==> src/prs_map.svh <==
// Purpose: register offsets, field positions, reset values and timing counts
// Assumes: 32-bit register port, byte offsets, one aligned word per register
// Notes: definitions only
`ifndef PRS_MAP_SVH
`define PRS_MAP_SVH
// register byte offsets
`define PRS_A_SRST 8'h00
`define PRS_A_STBY 8'h04
`define PRS_A_ENCFG 8'h08
`define PRS_A_SEREN 8'h0C
`define PRS_A_UVW 8'h10
`define PRS_A_UVF 8'h14
`define PRS_A_SUPPLY_INPUT_ONE 8'h18
`define PRS_A_SUPPLY_INPUT_TWO 8'h1C
`define PRS_A_TEMP 8'h20
`define PRS_A_THERM 8'h24
`define PRS_A_FLAG 8'h28
`define PRS_A_RUN 8'h2C
`define PRS_A_GPIN 8'h50
// per-channel groups: upper address nibble, channel in bits [3:2]
`define PRS_A_TGT_HI 4'h3
`define PRS_A_VOUT_HI 4'h4
// standby regulator config fields
`define PRS_STBY_5V 0
`define PRS_STBY_SER 1
`define PRS_STBY_GP 2
`define PRS_STBY_PIN 3
// enable config fields (bits [7:0] hold a 2-bit mode per channel)
`define PRS_EC_SERIAL 8
`define PRS_EC_UVAUTO 9
`define PRS_EC_OTAUTO 10
`define PRS_EC_OTW10 11
`define PRS_EC_UVWPIN 12
// protection flag fields
`define PRS_FL_UVF 0
`define PRS_FL_UVW 2
`define PRS_FL_OTW 4
`define PRS_FL_OTF 5
`define PRS_FL_OVP 6
`define PRS_FL_OCP 10
// reset (start-up default) values
`define PRS_STBY_RST 4'h8
`define PRS_ENCFG_RST 16'h0000
`define PRS_UVW_RST 16'h4141
`define PRS_UVF_RST 16'h3C3C
`define PRS_TSHD_RST 7'h4B
`define PRS_TRST_RST 7'h46
`define PRS_TGT_RST 8'h00
// temperature warning offsets in 5 K codes
`define PRS_OTW_5K 8'h01
`define PRS_OTW_10K 8'h02
// pin assignments
`define PRS_STBY_GPIO 2
`define PRS_WARN_GPIO 3
// timing
`define PRS_CLK_HZ 20000000
`define PRS_OCP_MS 200
`define PRS_OCP_CYC ((`PRS_CLK_HZ / 1000) * `PRS_OCP_MS)
`define PRS_DEAD_NS 50
`define PRS_DEAD_CYC ((`PRS_DEAD_NS * (`PRS_CLK_HZ / 1000000) + 999) / 1000)
`define PRS_LDO_CYC 4'h4
`define PRS_CFG_CYC 4'h8
`endif

==> src/prs_pkg.sv <==
// Purpose: types shared by the supervisor
// Assumes: nothing
// Notes: offsets and counts live in prs_map.svh
package prs_pkg;
  typedef enum logic [1:0] {
    PH_OFF = 2'b00,
    PH_LDO = 2'b01,
    PH_CFG = 2'b10,
    PH_READY = 2'b11
  } prs_phase_t;
  typedef enum logic [1:0] {
    MODE_SERIAL = 2'b00,
    MODE_ALWAYS = 2'b01,
    MODE_GPIO = 2'b10,
    MODE_OFF = 2'b11
  } prs_mode_t;
endpackage

==> src/prs_gate_drv.sv <==
// Purpose: non-overlapping high/low side drive for one channel
// Assumes: i_pwm from the modulator on the same clock
// Notes: DEAD+1 cycles with both drives off at every change
`timescale 1ns/100ps
`include "prs_map.svh"
module prs_gate_drv #(
  parameter int unsigned DEAD = `PRS_DEAD_CYC
) (
  input wire logic i_clk,
  input wire logic i_rst,
  input wire logic i_en,
  input wire logic i_pwm,
  output logic o_hs,
  output logic o_ls
);
  localparam int unsigned CW = $clog2(DEAD + 1);
  logic [CW-1:0] gap_q;
  logic want_hs;
  logic want_ls;

  assign want_hs = i_en & i_pwm;
  assign want_ls = i_en & ~i_pwm;

  always_ff @(posedge i_clk) begin
    if (i_rst) begin
      o_hs <= 1'b0;
      o_ls <= 1'b0;
      gap_q <= '0;
    end else if ((o_hs & ~want_hs) | (o_ls & ~want_ls)) begin
      o_hs <= 1'b0; // drop first, the other side waits out the gap
      o_ls <= 1'b0;
      gap_q <= CW'(DEAD);
    end else if (gap_q != '0) begin
      gap_q <= gap_q - CW'(1);
    end else begin
      o_hs <= want_hs & ~o_ls;
      o_ls <= want_ls & ~o_hs;
    end
  end
endmodule // prs_gate_drv

==> src/prs_supervisor.sv <==
// Purpose: power-up phases, enables and fault supervision of a four-channel buck controller
// Assumes: measurement codes, trip comparators and pwm come from logic on i_clk
// Notes: enable pin and gpio pins are asynchronous and pass two flops
`timescale 1ns/100ps
`include "prs_map.svh"
module prs_supervisor #(
  parameter int unsigned NCH = 4,
  parameter int unsigned OCP_WAIT = `PRS_OCP_CYC
) (
  input wire logic i_clk,
  input wire logic i_rst,
  input wire logic i_enable_pin,
  input wire logic [5:0] i_gpio,
  input wire logic [7:0] i_addr,
  input wire logic [31:0] i_wdata,
  input wire logic i_wr,
  input wire logic i_rd,
  input wire logic [7:0] i_supply_input_one_code,
  input wire logic [7:0] i_supply_input_two_code,
  input wire logic [6:0] i_temp_code,
  input wire logic [NCH*8-1:0] i_vout_code,
  input wire logic [NCH-1:0] i_ovp_trip,
  input wire logic [NCH-1:0] i_ocp_trip,
  input wire logic [NCH-1:0] i_pwm,
  output logic [31:0] o_rdata,
  output logic o_ready,
  output logic [NCH-1:0] o_ch_run,
  output logic [NCH-1:0] o_hs_drv,
  output logic [NCH-1:0] o_ls_drv,
  output logic [NCH*16-1:0] o_target_mv,
  output logic o_stby_on,
  output logic o_stby_5v,
  output logic [5:0] o_gpio_o,
  output logic [5:0] o_gpio_oe
);
  localparam int unsigned CW = $clog2(OCP_WAIT + 1);

  // millivolts of a 50 mV target code
  function automatic logic [15:0] mv50(input logic [7:0] code);
    mv50 = 16'({8'h00, code} * 16'h0032);
  endfunction

  logic srst_q;
  logic rst_all;
  logic en_s1_q;
  logic en_s2_q;
  logic [5:0] gp_s1_q;
  logic [5:0] gp_s2_q;
  prs_pkg::prs_phase_t ph_q;
  prs_pkg::prs_phase_t ph_d;
  logic [3:0] ph_cnt_q;
  logic wr_ok;
  logic [3:0] stby_q;
  logic [15:0] encfg_q;
  logic [NCH-1:0] seren_q;
  logic [15:0] uvw_q;
  logic [15:0] uvf_q;
  logic [6:0] tshd_q;
  logic [6:0] trst_q;
  logic [7:0] tgt_q [NCH];
  logic [1:0] uv_flt;
  logic [1:0] uv_warn;
  logic uv_clr;
  logic uv_shut_q;
  logic ot_flt;
  logic ot_warn;
  logic ot_shut_q;
  logic [7:0] otw_off;
  logic [NCH-1:0] ovp_lat_q;
  logic [CW-1:0] ocp_cnt_q [NCH];
  logic [NCH-1:0] ocp_wait;
  logic [NCH-1:0] src;
  logic [NCH-1:0] run_d;
  logic [13:0] flags;
  logic [5:0] gp_vis;
  logic [31:0] rd_d;

  // a soft reset acts like the power-up reset on everything below except the soft reset flop and the synchronisers
  assign rst_all = i_rst | srst_q;

  // two-flop synchronisers for the pins
  always_ff @(posedge i_clk) begin
    en_s1_q <= i_enable_pin;
    en_s2_q <= en_s1_q;
    gp_s1_q <= i_gpio;
    gp_s2_q <= gp_s1_q;
  end

  always_comb begin
    ph_d = ph_q;
    unique case (ph_q)
      prs_pkg::PH_OFF: begin
        if (en_s2_q) begin
          ph_d = prs_pkg::PH_LDO;
        end
      end
      prs_pkg::PH_LDO: begin
        if (ph_cnt_q == `PRS_LDO_CYC) begin
          ph_d = prs_pkg::PH_CFG;
        end
      end
      prs_pkg::PH_CFG: begin
        if (ph_cnt_q == `PRS_CFG_CYC) begin
          ph_d = prs_pkg::PH_READY;
        end
      end
      prs_pkg::PH_READY: begin
        ph_d = prs_pkg::PH_READY;
      end
    endcase
    if (!en_s2_q) begin
      ph_d = prs_pkg::PH_OFF;
    end
  end

  // phase register and dwell counter, restarted at every phase change
  always_ff @(posedge i_clk) begin
    if (rst_all) begin
      ph_q <= prs_pkg::PH_OFF;
      ph_cnt_q <= 4'h0;
    end else begin
      ph_q <= ph_d;
      ph_cnt_q <= (ph_d != ph_q) ? 4'h0 : ph_cnt_q + 4'h1;
    end
  end

  always_ff @(posedge i_clk) begin
    if (rst_all) begin
      o_ready <= 1'b0;
    end else begin
      o_ready <= (ph_d == prs_pkg::PH_READY);
    end
  end

  assign wr_ok = i_wr & o_ready;

  // soft reset pulse, clears itself after one cycle; reset only by the pin-level reset path
  always_ff @(posedge i_clk) begin
    if (i_rst) begin
      srst_q <= 1'b0;
    end else begin
      srst_q <= wr_ok & (i_addr == `PRS_A_SRST) & i_wdata[0] & ~srst_q;
    end
  end

  // configuration written by the host, defaults from start-up memory
  always_ff @(posedge i_clk) begin
    if (rst_all) begin
      stby_q <= `PRS_STBY_RST;
      encfg_q <= `PRS_ENCFG_RST;
      seren_q <= '0;
      uvw_q <= `PRS_UVW_RST;
      uvf_q <= `PRS_UVF_RST;
      tshd_q <= `PRS_TSHD_RST;
      trst_q <= `PRS_TRST_RST;
    end else if (wr_ok) begin
      if (i_addr == `PRS_A_STBY) begin
        stby_q <= i_wdata[3:0];
      end
      if (i_addr == `PRS_A_ENCFG) begin
        encfg_q <= i_wdata[15:0];
      end
      if (i_addr == `PRS_A_SEREN) begin
        seren_q <= i_wdata[NCH-1:0];
      end
      if (i_addr == `PRS_A_UVW) begin
        uvw_q <= i_wdata[15:0];
      end
      if (i_addr == `PRS_A_UVF) begin
        uvf_q <= i_wdata[15:0];
      end
      if (i_addr == `PRS_A_THERM) begin
        tshd_q <= i_wdata[6:0];
        trst_q <= i_wdata[14:8];
      end
    end
  end

  // per-channel target codes and millivolt targets
  always_ff @(posedge i_clk) begin
    if (rst_all) begin
      for (int c = 0; c < NCH; c++) begin
        tgt_q[c] <= `PRS_TGT_RST;
        o_target_mv[c*16 +: 16] <= mv50(`PRS_TGT_RST);
      end
    end else begin
      for (int c = 0; c < NCH; c++) begin
        if (wr_ok && i_addr[7:4] == `PRS_A_TGT_HI && i_addr[3:2] == 2'(c) && i_addr[1:0] == 2'h0) begin
          tgt_q[c] <= i_wdata[7:0];
        end
        o_target_mv[c*16 +: 16] <= mv50(tgt_q[c]);
      end
    end
  end

  // input comparisons, codes at 100 mV
  assign uv_flt = {i_supply_input_two_code < uvf_q[15:8], i_supply_input_one_code < uvf_q[7:0]};
  assign uv_warn = {i_supply_input_two_code < uvw_q[15:8], i_supply_input_one_code < uvw_q[7:0]};
  assign uv_clr = (i_supply_input_one_code > uvw_q[7:0]) & (i_supply_input_two_code > uvw_q[15:8]);

  // under-voltage lockout: set wins, auto clear above warning
  always_ff @(posedge i_clk) begin
    if (rst_all) begin
      uv_shut_q <= 1'b0;
    end else if (|uv_flt) begin
      uv_shut_q <= 1'b1;
    end else if (encfg_q[`PRS_EC_UVAUTO] && uv_clr) begin
      uv_shut_q <= 1'b0;
    end
  end

  // warning 1 or 2 codes early
  assign otw_off = encfg_q[`PRS_EC_OTW10] ? `PRS_OTW_10K : `PRS_OTW_5K;
  assign ot_flt = (i_temp_code >= tshd_q);
  assign ot_warn = ({1'b0, i_temp_code} + otw_off) >= {1'b0, tshd_q};

  // thermal shutdown, optional restart at restart level
  always_ff @(posedge i_clk) begin
    if (rst_all) begin
      ot_shut_q <= 1'b0;
    end else if (ot_flt) begin
      ot_shut_q <= 1'b1;
    end else if (encfg_q[`PRS_EC_OTAUTO] && i_temp_code <= trst_q) begin
      ot_shut_q <= 1'b0;
    end
  end

  // over-voltage latch, cleared by a serial re-enable, set wins
  always_ff @(posedge i_clk) begin
    if (rst_all) begin
      ovp_lat_q <= '0;
    end else begin
      for (int c = 0; c < NCH; c++) begin
        if (i_ovp_trip[c] && o_ch_run[c]) begin
          ovp_lat_q[c] <= 1'b1;
        end else if (wr_ok && i_addr == `PRS_A_SEREN && i_wdata[c]) begin
          ovp_lat_q[c] <= 1'b0;
        end
      end
    end
  end

  // over-current hold-off; long count, shorten OCP_WAIT in simulation
  always_ff @(posedge i_clk) begin
    if (rst_all) begin
      for (int c = 0; c < NCH; c++) begin
        ocp_cnt_q[c] <= '0;
      end
    end else begin
      for (int c = 0; c < NCH; c++) begin
        if (i_ocp_trip[c] && o_ch_run[c]) begin
          ocp_cnt_q[c] <= CW'(OCP_WAIT);
        end else if (ocp_cnt_q[c] != '0) begin
          ocp_cnt_q[c] <= ocp_cnt_q[c] - CW'(1);
        end
      end
    end
  end

  // enable sources per channel; in gpio mode channel c follows gpio c or its serial enable
  always_comb begin
    for (int c = 0; c < NCH; c++) begin
      ocp_wait[c] = (ocp_cnt_q[c] != '0);
      unique case (prs_pkg::prs_mode_t'(encfg_q[2*c +: 2]))
        prs_pkg::MODE_ALWAYS: src[c] = 1'b1;
        prs_pkg::MODE_GPIO: src[c] = gp_s2_q[c] | seren_q[c];
        prs_pkg::MODE_SERIAL: src[c] = seren_q[c];
        prs_pkg::MODE_OFF: src[c] = 1'b0;
      endcase
    end
  end

  assign run_d = (o_ready && !uv_shut_q && !ot_shut_q && !(|uv_flt) && !ot_flt)
               ? (src & ~ovp_lat_q & ~ocp_wait & ~i_ovp_trip & ~i_ocp_trip) : '0;

  // channel run flags, released to the gate drivers
  always_ff @(posedge i_clk) begin
    if (rst_all) begin
      o_ch_run <= '0;
    end else begin
      o_ch_run <= run_d;
    end
  end

  for (genvar g = 0; g < NCH; g++) begin : g_drv
    prs_gate_drv #(
      .DEAD(`PRS_DEAD_CYC)
    ) u_drv (
      .i_clk(i_clk),
      .i_rst(rst_all),
      .i_en(o_ch_run[g]),
      .i_pwm(i_pwm[g]),
      .o_hs(o_hs_drv[g]),
      .o_ls(o_ls_drv[g])
    );
  end

  // standby regulator: pin, gpio or serial, runs before ready too
  always_ff @(posedge i_clk) begin
    if (rst_all) begin
      o_stby_on <= 1'b0;
      o_stby_5v <= 1'b0;
    end else begin
      o_stby_on <= (stby_q[`PRS_STBY_PIN] & en_s2_q) | (stby_q[`PRS_STBY_GP] & gp_s2_q[`PRS_STBY_GPIO])
                 | stby_q[`PRS_STBY_SER];
      o_stby_5v <= stby_q[`PRS_STBY_5V];
    end
  end

  // optional warning pin; pins 4 and 5 left to the serial slave
  always_ff @(posedge i_clk) begin
    if (rst_all) begin
      o_gpio_o <= '0;
      o_gpio_oe <= '0;
    end else begin
      o_gpio_o <= '0;
      o_gpio_oe <= '0;
      o_gpio_o[`PRS_WARN_GPIO] <= |uv_warn;
      o_gpio_oe[`PRS_WARN_GPIO] <= encfg_q[`PRS_EC_UVWPIN];
    end
  end

  // in serial mode pins 4 and 5 read as zero through the gpio register
  assign gp_vis = encfg_q[`PRS_EC_SERIAL] ? {2'b00, gp_s2_q[3:0]} : gp_s2_q;

  // flag word; the thermal warning bit always carries the thermal fault
  assign flags = {ocp_wait, ovp_lat_q, ot_flt, ot_warn | ot_flt, uv_warn, uv_flt};

  // read mux; flags have no write path
  always_comb begin
    rd_d = 32'h0000_0000;
    unique case (i_addr)
      `PRS_A_STBY: rd_d[3:0] = stby_q;
      `PRS_A_ENCFG: rd_d[15:0] = encfg_q;
      `PRS_A_SEREN: rd_d[NCH-1:0] = seren_q;
      `PRS_A_UVW: rd_d[15:0] = uvw_q;
      `PRS_A_UVF: rd_d[15:0] = uvf_q;
      `PRS_A_SUPPLY_INPUT_ONE: rd_d[7:0] = i_supply_input_one_code;
      `PRS_A_SUPPLY_INPUT_TWO: rd_d[7:0] = i_supply_input_two_code;
      `PRS_A_TEMP: rd_d[6:0] = i_temp_code;
      `PRS_A_THERM: rd_d[14:0] = {trst_q, 1'b0, tshd_q};
      `PRS_A_FLAG: rd_d[13:0] = flags;
      `PRS_A_RUN: rd_d[NCH-1:0] = o_ch_run;
      `PRS_A_GPIN: rd_d[5:0] = gp_vis;
      default: begin
        // target and measured output per channel
        if (i_addr[1:0] == 2'h0 && i_addr[7:4] == `PRS_A_TGT_HI) begin
          rd_d[7:0] = tgt_q[i_addr[3:2]];
        end else if (i_addr[1:0] == 2'h0 && i_addr[7:4] == `PRS_A_VOUT_HI) begin
          rd_d[7:0] = i_vout_code[i_addr[3:2]*8 +: 8];
        end
      end
    endcase
  end

  // read data only in the cycle after an accepted read
  always_ff @(posedge i_clk) begin
    if (rst_all) begin
      o_rdata <= 32'h0000_0000;
    end else begin
      o_rdata <= (i_rd && o_ready) ? rd_d : 32'h0000_0000;
    end
  end
endmodule // prs_supervisor

==> config.mk <==
export PLATFORM = sky130hd
export DESIGN_NAME = prs_supervisor
export DESIGN_NICKNAME = d
export VERILOG_FILES = /design/src/prs_pkg.sv /design/src/prs_gate_drv.sv /design/src/prs_supervisor.sv
export VERILOG_INCLUDE_DIRS = /design/src
export SDC_FILE = /design/constraint.sdc
export NUM_CORES = 1
export LEC_CHECK = 0
export BUFFER_PORTS_ARGS = -buffer_cell sky130_fd_sc_hd__buf_2
export CAP_MARGIN = 30
export CORE_MARGIN = 2
export CORE_UTILIZATION = 59
export DETAILED_ROUTE_END_ITERATION = 8
export PLACE_DENSITY = 0.82
export REMOVE_ABC_BUFFERS = 1
export SLEW_MARGIN = 5
export SYNTH_ARGS = -nofsm -noshare
export SYNTH_HDL_FRONTEND = slang
export SYNTH_SLANG_ARGS = --single-unit
==> constraint.sdc <==
create_clock -name i_clk -period 3.65 [get_ports i_clk]
set_input_delay 0.73 -clock i_clk [delete_from_list [all_inputs] [get_ports i_clk]]
set_output_delay 0.73 -clock i_clk [all_outputs]
set_load 0.02 [all_outputs]
==> flow_summary.toml <==
[power_and_ir_drop]
power_frac_seq = 0.428
p_clk_frac = 0.342
combPwrFrac = 0.230
p_sw_frac = 0.3037
cell_internal_pwr_w = 0.007305
p_total_w = 0.01049
leakage_nw = 8.612
ir_drop_v = 0.0005405
powerDensity_nw_per_um2 = 527.6
p_sw_w = 0.003186

[placed_design]
dp_slack_ns = 0.3389
place_congestion = 1.009
io_buffers = 186
hpwl_um = 34530
dpl_cell_area_um2 = 18680

[yosys]
netlist_area_um2 = 17440
ys_seq_elements = 306
synthFlopType = "dfxtp_1"
syn_area_per_cell_um2 = 9.568
ys_seq_area_frac = 0.4201
synth_edf_count = 120
yosys_warnings = 0
async_flop_share = 0
synth.distinct_cells = 73
syn_inst = 1823

[critical_path]
timing.critical_path.mode_cell = "ha_1"
cp_slowest_cell = "edfxtp_1"
cp_num_cells = 12
crit_chain = "ha_1 -> ha_1 -> inv_1 -> fa_1 -> inv_1 -> ha_1 -> a21o_1 -> a21oi_1 -> o21ai_0 -> o41ai_1 -> xnor2_1 -> nor2_1"
critPathTopFamily = "adder cells"
crit_path_max_incr_delay_ns = 0.50
rr_worst_depth = 12
startpoint_type = "register"
crit_arrival_ns = 3.73
crit_path_end_kind = "register"
worst-endpoint-required_ns = 4.03
path_class = "reg2reg"
cp_max_fo = 4
path_buf_inv = 2

[timing]
finalSetupTns_ns = 0
hold_ws_ns = 0.3164
worstMarginPinSlew_ns = 0.7954
slew_viol_final = 0
slew_headroom = 0.4697
setup_ws_ns = 0.3049
rsz0062_at_grt = "false"
finClkSkew_ns = 0.01501
period_minus_slack_ns = 3.345
finalCritPeriodShare = 0.9165
setup_viol = 0
fmax_ghz = 0.2989
finalHoldViolCount = 0

[global_routing]
grt_pass1_vias = 14180
grt_usage = 0.3061
antenna_found_initial = 7
grt_overflow = 0
grt_pass1_wl_um = 74760
grt_max_degree = 52

[cts]
clock_latency_ns = 0.52
tritoncts = "built"
cts_max_level = 2
clk_pin_slew_ns = 0.06
cts_setup_buffers = 0
numCtsBuffers = 34
cts_buffer_depth = 3
root_buffer = "clkbuf_16"
cts_hold_buf = 0
clock-sinks = 306
cts_resized = 0

[routing]
wire_per_inst_um = 19.60
firstDrtPassIters = 6
drc_errors = 0
vias = 14500
viasPerCell = 5.970
drtIter0Drc = 1173
wirelength_um = 47600
antenna_left = 0

[min_path]
worst_hold_path_type = "in2reg"
min_path_cells = 1

[layout]
layout_common_cells = "213 x nand2_1, 186 x dfxtp_1, 186 x buf_2"
layout_commonest_cell = "nand2_1"
fillers = 2166
areaGrowthSynthToFinish_pct = 14.01
design_area_um2 = 19890
nets = 2318
layout-drive-gt1-share = 0.1584

[floorplanning]
start_util = 0.6028
dieArea_um2 = 30950
boundaryPins = 241
core_area_um2 = 28940
die_x_um = 175.9
row_count = 62
die_h_um = 175.9

[run_status]
outcome = "completed"

[flow_run]
max-cap-violations = 0
worst reg2reg max path, stage by stage, from the launching register on:
cell	delay [ns]
edfxtp_1	0.50
ha_1	0.33
ha_1	0.28
inv_1	0.05
fa_1	0.50
inv_1	0.05
ha_1	0.33
a21o_1	0.20
a21oi_1	0.21
o21ai_0	0.17
o41ai_1	0.36
xnor2_1	0.18
nor2_1	0.05
cells in the mapped netlist, types with 13 or more instances:
cell type  instances  share of area
nand2_1          213          0.046
nand2b_1          15         0.0054
inv_1            110          0.024
a22oi_1           15         0.0065
fa_1              13          0.015
nand3_1           30         0.0086
dfxtp_1          186           0.21
buf_2             19         0.0055
buf_4             52          0.022
edfxtp_1         120           0.21
o21ai_0           49          0.014
a21oi_1          125          0.036
and2_1            64          0.023
xor2_1            48          0.024
xnor2_1           63          0.032
nor4_1            18         0.0065
nor3_1            40          0.011
clkbuf_1          36         0.0077
nor2b_1           30          0.011
ha_1             174           0.12
o211ai_1          22         0.0095
nor2_1           169          0.036
mux4_2            17          0.022
final timing paths:
check,start,endpoint,slack [ns]
worst max-delay path,tgt_q[1][3]$_SDFFCE_PN0P_,o_target_mv[29]$_SDFF_PN0_,0.30
worst min-delay path,i_gpio[5],gp_s1_q[5]$_DFF_P_,0.32
worst min register to register,en_s1_q$_DFF_P_,en_s2_q$_DFF_P_,0.32
worst max register to register,tgt_q[1][3]$_SDFFCE_PN0P_,o_target_mv[29]$_SDFF_PN0_,0.30
sequential cells by signal, indices dropped and copies added, names as in the netlist, 6 cells and up:
register / cells
gp_s1_q: 6
ocp_cnt_q: 88
uvw_q: 16
o_rdata: 16
uvf_q: 16
encfg_q: 16
trst_q: 7
o_target_mv: 52
gp_s2_q: 6
tgt_q: 32
tshd_q: 7
through the flow:
step	util	instances
2_1_floorplan	-	1750
3_3_place_gp	0.6455	2361
3_5_place_dp	0.6455	2361
4_1_cts	0.6867	2423
5_1_grt	0.6871	2428
6_report	0.6872	2429
per-layer routing:
layer  part of all wire  wire length, um  global-route usage  vias up
met5            0.00057               27                   0        -
met4              0.050             2359              0.1470        4
met3              0.088             4205             0.06718      158
met2               0.47            22440              0.5130      730
met1               0.39            18570              0.3762     6896
li1                   -                -                   -     6712
logic make-up (layout without fill, tap and decap cells):
| group | after synthesis | count (layout) | share of synthesized area |
|---|---|---|---|
| adder cells (fa/ha/maj) | 187 | 187 | 0.1397 |
| multiplexers | 31 | 31 | 0.03027 |
| other | 1 | 44 | 0.0002150 |
| flip-flops | 306 | 306 | 0.4201 |
| buffers and inverters | 220 | 399 | 0.05990 |
| XOR/XNOR | 111 | 111 | 0.05574 |
| AND/OR/NAND/NOR | 654 | 654 | 0.1809 |
| AO/OA/AOI/OAI | 313 | 313 | 0.1131 |
power groups by stage:
stage	Sequential, W	Clock, W	Combinational, W
6_report	0.00449	0.00359	0.00241
5_1_grt	0.00455	0.00377	0.00269
4_1_cts	0.00448	0.00362	0.00240
3_5_place_dp	0.00454	0	0.00235
3_3_place_gp	0.00450	0	0.00226
2_1_floorplan	0.00452	0	0.00170
cell type report:
class                           count  area (um^2)  share of cell area
Multi-Input combinational cell   1334         9219              0.4636
Inverter                          110        412.9             0.02076
Clock buffer                       51         1080             0.05430
Timing Repair Buffer              227         1239             0.06229
Antenna cell                        6        15.01           0.0007551
Clock inverter                     11        112.6            0.005663
Tap cell                          384        480.5             0.02416
Sequential cell                   306         7327              0.3685
No activity file was read; power rests on OpenSTA's default activity.
